## src/hdl/seq_pkg.sv

```systemverilog
// package for the boot strap and power sequencer
// assumes a 20 MHz system clock
package seq_pkg;

  localparam int unsigned CLK_HZ        = 20000000;
  localparam int unsigned STRAP_WIN_MS  = 2;
  localparam int unsigned RAIL3_DLY_MS  = 13;
  localparam int unsigned PGOOD_DLY_MS  = 75;
  localparam int unsigned DISCH_DLY_MS  = 1;
  localparam int unsigned FILT_LEN      = 4;
  localparam int unsigned STRAP_CYC     = STRAP_WIN_MS * (CLK_HZ / 1000);
  localparam int unsigned RAIL3_CYC     = RAIL3_DLY_MS * (CLK_HZ / 1000);
  localparam int unsigned PGOOD_CYC     = PGOOD_DLY_MS * (CLK_HZ / 1000);
  localparam int unsigned DISCH_CYC     = DISCH_DLY_MS * (CLK_HZ / 1000);
  localparam int unsigned CNT_W         = 24;
  localparam int unsigned FILT_W        = 3;

  typedef enum logic [1:0] {
    BOOT_NAND,
    BOOT_USB_REC
  } boot_mode_t;

  typedef struct packed {
    logic supplyOk;
    logic powerEnable;
    logic bootSelectStrapN;
    logic runPowerGoodIn;
    logic watchdogExpired;
  } pins_in_t;

  typedef struct packed {
    logic supplyOut3v3;
    logic supplyOut1v8;
    logic runPowerGood;
    logic runPowerGoodOe;
    logic externalResetOutN;
    logic socResetN;
    logic emmcResetN;
    logic usbDeviceMode;
    logic recoveryMode;
    logic nandBoot;
  } pins_out_t;

endpackage

```

## src/hdl/input_sync.sv

```systemverilog
// two flop synchroniser with a short glitch filter
// assumes one clock domain, asynchronous active low reset
`timescale 1ns/1ns
`default_nettype none
module input_sync
  import seq_pkg::*;
#(
  parameter logic RESET_VAL = 1'b0
) (
  // clock and reset
  input  wire logic sys_clk,
  input  wire logic nrst,
  // data
  input  wire logic asyncIn,
  output var  logic syncOut
);

  logic             meta_reg;
  logic             stage_reg;
  logic             out_reg;
  logic [FILT_W-1:0] cnt_reg;
  logic             out_next;
  logic [FILT_W-1:0] cnt_next;

  // filter: accept a change after it stays stable
  always_comb begin
    out_next = out_reg;
    cnt_next = '0;
    if (stage_reg != out_reg) begin
      if (cnt_reg == FILT_W'(FILT_LEN - 1)) begin
        out_next = stage_reg;
      end else begin
        cnt_next = cnt_reg + FILT_W'(1);
      end
    end
  end

  always_ff @(posedge sys_clk or negedge nrst) begin
    if (!nrst) begin
      meta_reg  <= RESET_VAL;
      stage_reg <= RESET_VAL;
      out_reg   <= RESET_VAL;
      cnt_reg   <= '0;
    end else begin
      meta_reg  <= asyncIn;
      stage_reg <= meta_reg;
      out_reg   <= out_next;
      cnt_reg   <= cnt_next;
    end
  end

  assign syncOut = out_reg;

endmodule // input_sync
`default_nettype wire

```

## src/hdl/boot_strap_power_sequencer.sv

```systemverilog
// boot mode selection and power/reset sequencing of the module
// assumes pin inputs are asynchronous; rails are enables to regulators
//
// Overview of operation
// normal boot from 64 MB serial NAND; eMMC or card holds the system
// strap low at power-on selects USB recovery instead of normal boot
// strap low at reset release: USB pair becomes device, recovery mode
// strap pulled high internally; floating reads high, normal boot
// carrier drives strap low within 2 ms of 5 V rising
// power-up starts only with 5 V above 4.8 V and enable high
// enable is delayed internally so it rises after 5 V; here enable is only filtered like 5 V, with no added delay
// carrier keeps enable high while module should stay powered
// 3.3 V rail rises at least 13 ms after 5 V rises
// power-good rises at least 75 ms after 3.3 V rail
// power-good stays high after bring-up completes
// carrier pulling power-good low resets only SoC and eMMC
// power-good released high when sequence completes
// enable low powers module off to lowest-power state
// watchdog timeout asserts active-low external reset output
// shutdown discharges 1.8 V rail before 3.3 V rail
// power-good low while enable low or delays pending; restart counting
`timescale 1ns/1ns
`default_nettype none
module boot_strap_power_sequencer
  import seq_pkg::*;
#(
  // divides every delay; 1 in silicon, larger only to shorten runs
  parameter int unsigned TIME_DIV = 1
) (
  // clock and reset
  input  wire logic      sys_clk,
  input  wire logic      nrst,
  // pins
  input  wire pins_in_t  pinsIn,
  output var  pins_out_t pinsOut
);

  // ---------------------------------------------------------------
  // input synchronisers
  // ---------------------------------------------------------------
  logic supplyOk;
  logic powerEnable;
  logic strapN;
  logic pgIn;
  logic wdog;

  input_sync #(.RESET_VAL(1'b0)) uSupply (.sys_clk(sys_clk), .nrst(nrst),
    .asyncIn(pinsIn.supplyOk), .syncOut(supplyOk));
  // enable filtered over the same cycles as 5 V, so no internal delay behind it
  input_sync #(.RESET_VAL(1'b0)) uEnable (.sys_clk(sys_clk), .nrst(nrst),
    .asyncIn(pinsIn.powerEnable), .syncOut(powerEnable));
  // undriven strap seen as high by the pull-up
  input_sync #(.RESET_VAL(1'b1)) uStrap (.sys_clk(sys_clk), .nrst(nrst),
    .asyncIn(pinsIn.bootSelectStrapN), .syncOut(strapN));
  input_sync #(.RESET_VAL(1'b0)) uPgIn (.sys_clk(sys_clk), .nrst(nrst),
    .asyncIn(pinsIn.runPowerGoodIn), .syncOut(pgIn));
  input_sync #(.RESET_VAL(1'b0)) uWdog (.sys_clk(sys_clk), .nrst(nrst),
    .asyncIn(pinsIn.watchdogExpired), .syncOut(wdog));

  // ---------------------------------------------------------------
  // sequencer
  // ---------------------------------------------------------------
  localparam int unsigned STRAP_LIM = STRAP_CYC / TIME_DIV;
  localparam int unsigned RAIL3_LIM = RAIL3_CYC / TIME_DIV;
  localparam int unsigned PGOOD_LIM = PGOOD_CYC / TIME_DIV;
  localparam int unsigned DISCH_LIM = DISCH_CYC / TIME_DIV;

  typedef enum logic [2:0] {
    ST_OFF,
    ST_WAIT_3V3,
    ST_WAIT_PG,
    ST_RUN,
    ST_DISCH_1V8,
    ST_DISCH_3V3
  } seq_state_t;

  seq_state_t       state_reg, state_next;
  logic [CNT_W-1:0] cnt_reg, cnt_next;
  logic [CNT_W-1:0] strapCnt_reg, strapCnt_next;
  logic             strapLow_reg, strapLow_next;
  boot_mode_t       mode_reg, mode_next;
  pins_out_t        out_reg, out_next;
  logic             powerUp;

  assign powerUp = supplyOk && powerEnable;

  always_comb begin
    state_next    = state_reg;
    cnt_next      = cnt_reg;
    strapCnt_next = strapCnt_reg;
    strapLow_next = strapLow_reg;
    mode_next     = mode_reg;
    // strap window counted from 5 V rising
    if (!supplyOk) begin
      strapCnt_next = '0;
      strapLow_next = 1'b0;
    end else if (strapCnt_reg < CNT_W'(STRAP_LIM)) begin
      strapCnt_next = strapCnt_reg + CNT_W'(1);
      if (!strapN) begin
        strapLow_next = 1'b1;
      end
    end
    case (state_reg)
      ST_OFF: begin
        cnt_next = '0;
        if (supplyOk) begin
          cnt_next = (cnt_reg < CNT_W'(RAIL3_LIM)) ? cnt_reg + CNT_W'(1) : cnt_reg;
        end
        if (powerUp) begin
          state_next = ST_WAIT_3V3;
        end
      end
      ST_WAIT_3V3: begin
        cnt_next = cnt_reg + CNT_W'(1);
        if (!powerUp) begin
          state_next = ST_DISCH_1V8;
          cnt_next   = '0;
        end else if (cnt_reg >= CNT_W'(RAIL3_LIM)) begin
          state_next = ST_WAIT_PG;
          cnt_next   = '0;
        end
      end
      ST_WAIT_PG: begin
        cnt_next = cnt_reg + CNT_W'(1);
        if (!powerUp) begin
          state_next = ST_DISCH_1V8;
          cnt_next   = '0;
        end else if (cnt_reg >= CNT_W'(PGOOD_LIM)) begin
          state_next = ST_RUN;
          // strap decision taken as reset releases
          mode_next  = (strapLow_reg || !strapN) ? BOOT_USB_REC : BOOT_NAND;
        end
      end
      ST_RUN: begin
        cnt_next = '0;
        if (!powerUp) begin
          state_next = ST_DISCH_1V8;
        end
      end
      ST_DISCH_1V8: begin
        cnt_next = cnt_reg + CNT_W'(1);
        if (cnt_reg >= CNT_W'(DISCH_LIM)) begin
          state_next = ST_DISCH_3V3;
          cnt_next   = '0;
        end
      end
      ST_DISCH_3V3: begin
        cnt_next   = '0;
        state_next = ST_OFF;
      end
      default: begin
        state_next = ST_OFF;
        cnt_next   = '0;
      end
    endcase
  end

  // ---------------------------------------------------------------
  // output drive
  // ---------------------------------------------------------------
  always_comb begin
    out_next                   = '0;
    out_next.externalResetOutN = 1'b1;
    case (state_next)
      ST_WAIT_3V3: begin
        out_next.supplyOut3v3 = 1'b0;
      end
      ST_WAIT_PG: begin
        out_next.supplyOut3v3 = 1'b1;
        out_next.supplyOut1v8 = 1'b1;
      end
      ST_DISCH_1V8: begin
        // 3.3 V kept as it was, so an aborted start never lights it
        out_next.supplyOut3v3 = out_reg.supplyOut3v3;
        out_next.supplyOut1v8 = 1'b0;
      end
      ST_RUN: begin
        out_next.supplyOut3v3   = 1'b1;
        out_next.supplyOut1v8   = 1'b1;
        out_next.runPowerGood   = 1'b1;
        out_next.runPowerGoodOe = 1'b1;
        // carrier low on power-good resets only SoC and eMMC
        out_next.socResetN      = pgIn;
        out_next.emmcResetN     = pgIn && !wdog;
        out_next.externalResetOutN = !wdog;
        out_next.usbDeviceMode  = (mode_next == BOOT_USB_REC);
        out_next.recoveryMode   = (mode_next == BOOT_USB_REC);
        out_next.nandBoot       = (mode_next == BOOT_NAND);
      end
      default: begin
        out_next.supplyOut3v3 = 1'b0;
      end
    endcase
  end

  always_ff @(posedge sys_clk or negedge nrst) begin
    if (!nrst) begin
      state_reg    <= ST_OFF;
      cnt_reg      <= '0;
      strapCnt_reg <= '0;
      strapLow_reg <= 1'b0;
      mode_reg     <= BOOT_NAND;
      out_reg      <= '{externalResetOutN: 1'b1, default: 1'b0};
    end else begin
      state_reg    <= state_next;
      cnt_reg      <= cnt_next;
      strapCnt_reg <= strapCnt_next;
      strapLow_reg <= strapLow_next;
      mode_reg     <= mode_next;
      out_reg      <= out_next;
    end
  end

  assign pinsOut = out_reg;

  // ---------------------------------------------------------------
  // assertions
  // ---------------------------------------------------------------
  logic [CNT_W-1:0] railAge_reg;
  always_ff @(posedge sys_clk or negedge nrst) begin
    if (!nrst) begin
      railAge_reg <= '0;
    end else begin
      railAge_reg <= out_reg.supplyOut3v3 ? railAge_reg + CNT_W'(1) : '0;
    end
  end

  a_pg_after_rail: assert property (@(posedge sys_clk) disable iff (!nrst)
    $rose(out_reg.runPowerGood) |-> railAge_reg >= CNT_W'(PGOOD_LIM))
    else $error("power-good rose too early after 3.3 V");
  a_pg_needs_enable: assert property (@(posedge sys_clk) disable iff (!nrst)
    !powerUp |=> !out_reg.runPowerGood)
    else $error("power-good high without enable");
  a_rail_after_supply: assert property (@(posedge sys_clk) disable iff (!nrst)
    $rose(out_reg.supplyOut3v3) |-> $past(cnt_reg) >= CNT_W'(RAIL3_LIM))
    else $error("3.3 V rail rose too early");
  a_disch_order: assert property (@(posedge sys_clk) disable iff (!nrst)
    $fell(out_reg.supplyOut3v3) |-> !out_reg.supplyOut1v8 && $past(!out_reg.supplyOut1v8))
    else $error("1.8 V not discharged before 3.3 V");
  a_off_on_enable: assert property (@(posedge sys_clk) disable iff (!nrst)
    !powerUp ##1 !powerUp[*2] |=> !out_reg.supplyOut1v8)
    else $error("1.8 V rail still on with enable low");
  a_wdog_reset: assert property (@(posedge sys_clk) disable iff (!nrst)
    wdog && state_next == ST_RUN |=> !out_reg.externalResetOutN)
    else $error("watchdog did not reset peripherals");
  a_rec_mode: assert property (@(posedge sys_clk) disable iff (!nrst)
    out_reg.recoveryMode |-> out_reg.usbDeviceMode && !out_reg.nandBoot)
    else $error("recovery without USB device mode");
  a_pg_holds: assert property (@(posedge sys_clk) disable iff (!nrst)
    out_reg.runPowerGood && powerUp |=> out_reg.runPowerGood)
    else $error("power-good dropped while powered");
  a_soc_reset: assert property (@(posedge sys_clk) disable iff (!nrst)
    state_reg == ST_RUN && state_next == ST_RUN && !pgIn |=> !out_reg.socResetN)
    else $error("carrier reset not passed to SoC");

  c_run: cover property (@(posedge sys_clk) disable iff (!nrst) $rose(out_reg.runPowerGood));
  c_recovery: cover property (@(posedge sys_clk) disable iff (!nrst) $rose(out_reg.recoveryMode));
  c_shutdown: cover property (@(posedge sys_clk) disable iff (!nrst) $fell(out_reg.supplyOut3v3));
  c_wdog: cover property (@(posedge sys_clk) disable iff (!nrst) $fell(out_reg.externalResetOutN));

endmodule // boot_strap_power_sequencer
`default_nettype wire

```

## config.mk

```make
export PLATFORM = sky130hd
export DESIGN_NAME = boot_strap_power_sequencer
export DESIGN_NICKNAME = d
export VERILOG_FILES = /design/src/hdl/seq_pkg.sv /design/src/hdl/input_sync.sv /design/src/hdl/boot_strap_power_sequencer.sv
export SDC_FILE = /design/constraint.sdc
export NUM_CORES = 1
export LEC_CHECK = 0
export ABC_AREA = 1
export BUFFER_PORTS_ARGS = -buffer_cell sky130_fd_sc_hd__buf_2
export CAP_MARGIN = 20
export CORE_UTILIZATION = 60
export CTS_CLUSTER_DIAMETER = 100
export CTS_CLUSTER_SIZE = 16
export DETAILED_ROUTE_END_ITERATION = 10
export HOLD_SLACK_MARGIN = 0.03
export PLACE_DENSITY = 0.78
export REMOVE_ABC_BUFFERS = 1
export SLEW_MARGIN = 20
export SYNTH_ARGS = -nofsm -noshare
export SYNTH_HDL_FRONTEND = slang
export SYNTH_SLANG_ARGS = --single-unit
```

## constraint.sdc

```tcl
create_clock -name sys_clk -period 5.05 [get_ports sys_clk]
set_input_delay 0.2525 -clock sys_clk [delete_from_list [all_inputs] [get_ports sys_clk]]
set_output_delay 0.2525 -clock sys_clk [all_outputs]
set_load 0.1 [all_outputs]
```

==> impl_results.md <==
* Crit. End Element: register
* DRC violations left at 0
* Post-route clock skew at 0.0138 ns
* Core Box Area at roughly 7400 sq um
* CP required at 5.31 ns
* Post-synth top area share at 47.1%
* Synthesized flop and latch total at about 90
* PortBufs at 16
* First-pass GRT wire length at 16.3 mm
* Hold Vio Cnt, Final at 0
* Reg2reg setup slack at ~2.9 ns
* Worst vdd ir at around 0.00027 V
* Hold Path Depth at 0
* Die width at 90.2 um
* Hold Startpoint: uPgIn.meta_reg
* Clock Tree Root: clkbuf_8
* Final setup violation count at 0
* Crit path top cell by count: nor2_1
* CTS buffer count at 9
* Max Slew Vio Count at 0
* Max FO, Critical Path at 25
* Worst slew margin at between 50% and 60%
* GPL Wtd Cong at roughly 0.92
* Syn Std Cell Area at between 4000 and 5000 sq um
* Sequential area share after synthesis at 49.4%
* Top Ports at 17
* Crit-path cells: inv_2, nor2_1, nand2_4, inv_2, nor2_1, o21ai_1, nor2_1
* Initial antenna violation count at 0
* Warnings from Yosys at 0
* Pre-CTS WS at roughly 2.9 ns
* Detailed-router iteration count before antenna repair at 5
* Initial core utilization at between 60% and 70%
* Clock H-tree levels at 3
* Post-CTS Setup Inserts at 0
* Max Clk Rate at about 460 MHz
* Hold EP: uPgIn.stage_reg
* Later-pin clock latency in the skew report at between 0.3 and 0.4 ns
* Max-cap violations at 0
* Layout cell share with drive strength beyond 1 at 11.7%
* Vias per cell at approximately 5.4
* Synth top area cells: dfrtp_1 (47%), nand2_1 (10%), nor2_1 (5.9%)
* Startpoint Class: register
* CP max-delay cell: dfrtp_1
* Clock Path Buffers at 2
* Static leakage at around 2.5 nW
* PD cells at about 350 nW/um^2
* GRT overflow at 0
* Final worst path period need at approximately 2.2 ns
* Reg-to-Reg Start: uSupply.syncOut
* Nets at 607
* Most frequent cells in the layout: nand2_1 (130), dfrtp_1 (88), nor2_1 (73)
* Top delay family on crit path: flip-flops
* Reg2reg end: cnt_reg[4]
* # clock sinks at 92
* Area Growth Syn to Fin at 9.03%
* Cell variety after synth at 39
* CTS resizes at 0
* Drt total wl at approximately 9.3 mm
* Fin Setup TNS at 0 ns
* Setup Crit Path Kind: register to register
* Reg2Reg Depth at 7
* Tcrit/Tclk final at a little over two fifths
* Ant diodes at 0
* CP arrival at approximately 2.4 ns
* Post-DP HPWL at between 6 and 7 mm
* Antenna-violating nets left at 0
* Pin count of the biggest net entering global routing at 48
* CP max stage delay at 0.79 ns
* Clock slew at reported path FFs at between 0.1 and 0.15 ns
* Slew of the pin with the lowest slew margin at 0.674 ns
* DR vias at approximately 3.8k
* GRT Util Overall at 25.1%
* HP Class: register to register
* Status: finished clean
* Syn_area_per_cell at roughly 8.3 sq um
* Crit path buffers/inverters at 2
* Vias in the first global route at 3544
* Die area at 8140 sq um
* Hold slack at about 0.36 ns
* Post-synth top area cell: dfrtp_1
* RSZ-0062 raised after global routing: false
* Die height at ~90 um
* Routed wire per std cell at about 13 um
* Setup ws final at a little under 3 ns
* Initial drt markers at between 300 and 400
* Synth Instances at roughly 570
* Num rows at 31
* CTS tree: yes
* Commonest non-fill, non-tap cell in the layout: nand2_1
## worst max path at each step
stage | startpoint | to | slack (ns) | depth (start not counted)
floorplan | pinsOut[1] | pinsOut[1] | 3.32 | 0
detailed placement | uSupply.syncOut | cnt_reg[4] | 2.93 | 7
CTS | uSupply.syncOut | cnt_reg[4] | 2.90 | 7
global placement | uSupply.syncOut | cnt_reg[4] | 2.98 | 7
global route | uSupply.syncOut | cnt_reg[4] | 2.65 | 7
finish | uSupply.syncOut | cnt_reg[4] | 2.89 | 7
## layer usage
metal	track usage (%)	share of wire (%)	vias up
li1	-	-	1866
met2	38.7	46	116
met3	4.99	5.1	12
met1	35.6	48	1759
met4	8.33	1.2	0
met5	0	0	-
## what timing repair did
action / in CTS / in global routing
hold buffers: 6 / 0
endpoints found under the setup margin: 0 / 0
endpoints found under the hold margin: 49 / 0
## power by group
| group | internal [W] | leakage (nW) | switching (W) | total, W |
|---|---|---|---|---|
| registers | 0.000832 | 1.22 | 0.0000903 | 0.000922 |
| logic | 0.000132 | 1.20 | 0.000247 | 0.000379 |
| clock network | 0.000199 | 0.104 | 0.000299 | 0.000498 |
## cells by family after synthesis
logic type	count (synthesis)	synth area share, %
XOR/XNOR	26	4.87
buffers and inverters	86	7.44
flip-flops	92	49.4
multiplexers	3	0.723
adder cells (fa/ha/maj)	8	2.14
AND/OR/NAND/NOR	307	30.0
AO/OA/AOI/OAI	44	5.46
## metrics by stage
step / total power (W) / cells / cell area (sq um) / util (%)
2_1_floorplan: 0.00120 / 558 / 4620 / -
3_3_place_gp: 0.00129 / 674 / 4830 / 65.2
3_5_place_dp: 0.00132 / 674 / 4830 / 65.2
4_1_cts: 0.00181 / 696 / 5090 / 68.8
5_1_grt: 0.00191 / 696 / 5090 / 68.8
6_report: 0.00180 / 696 / 5090 / 68.8
## cell type report
class                           count  area [sq um]
Clock buffer                        9           124
Inverter                           78           293
Tap cell                           99           124
Timing Repair Buffer               23           150
Sequential cell                    92          2310
Multi-Input combinational cell    388          2020
Fill cell                         569          2310
Clock inverter                      7          78.8
## synthesized netlist by cell type (all sizes together)
master and count:
xnor2 9, nor4 3, xor2 17, clkbuf 1
nand4 20, buf 7, nor2 77, o21bai 1
inv 78, or2 1, ha 8, a21boi 1
mux2 3, o21ai 25, and3 1, and2 1
o31ai 6, a21oi 10, dfstp 4, dfrtp 88
a31o 1, nor3b 5, nand3 44, nor3 18
nand2 137
Note: power is estimated with default switching activity, not from simulation.
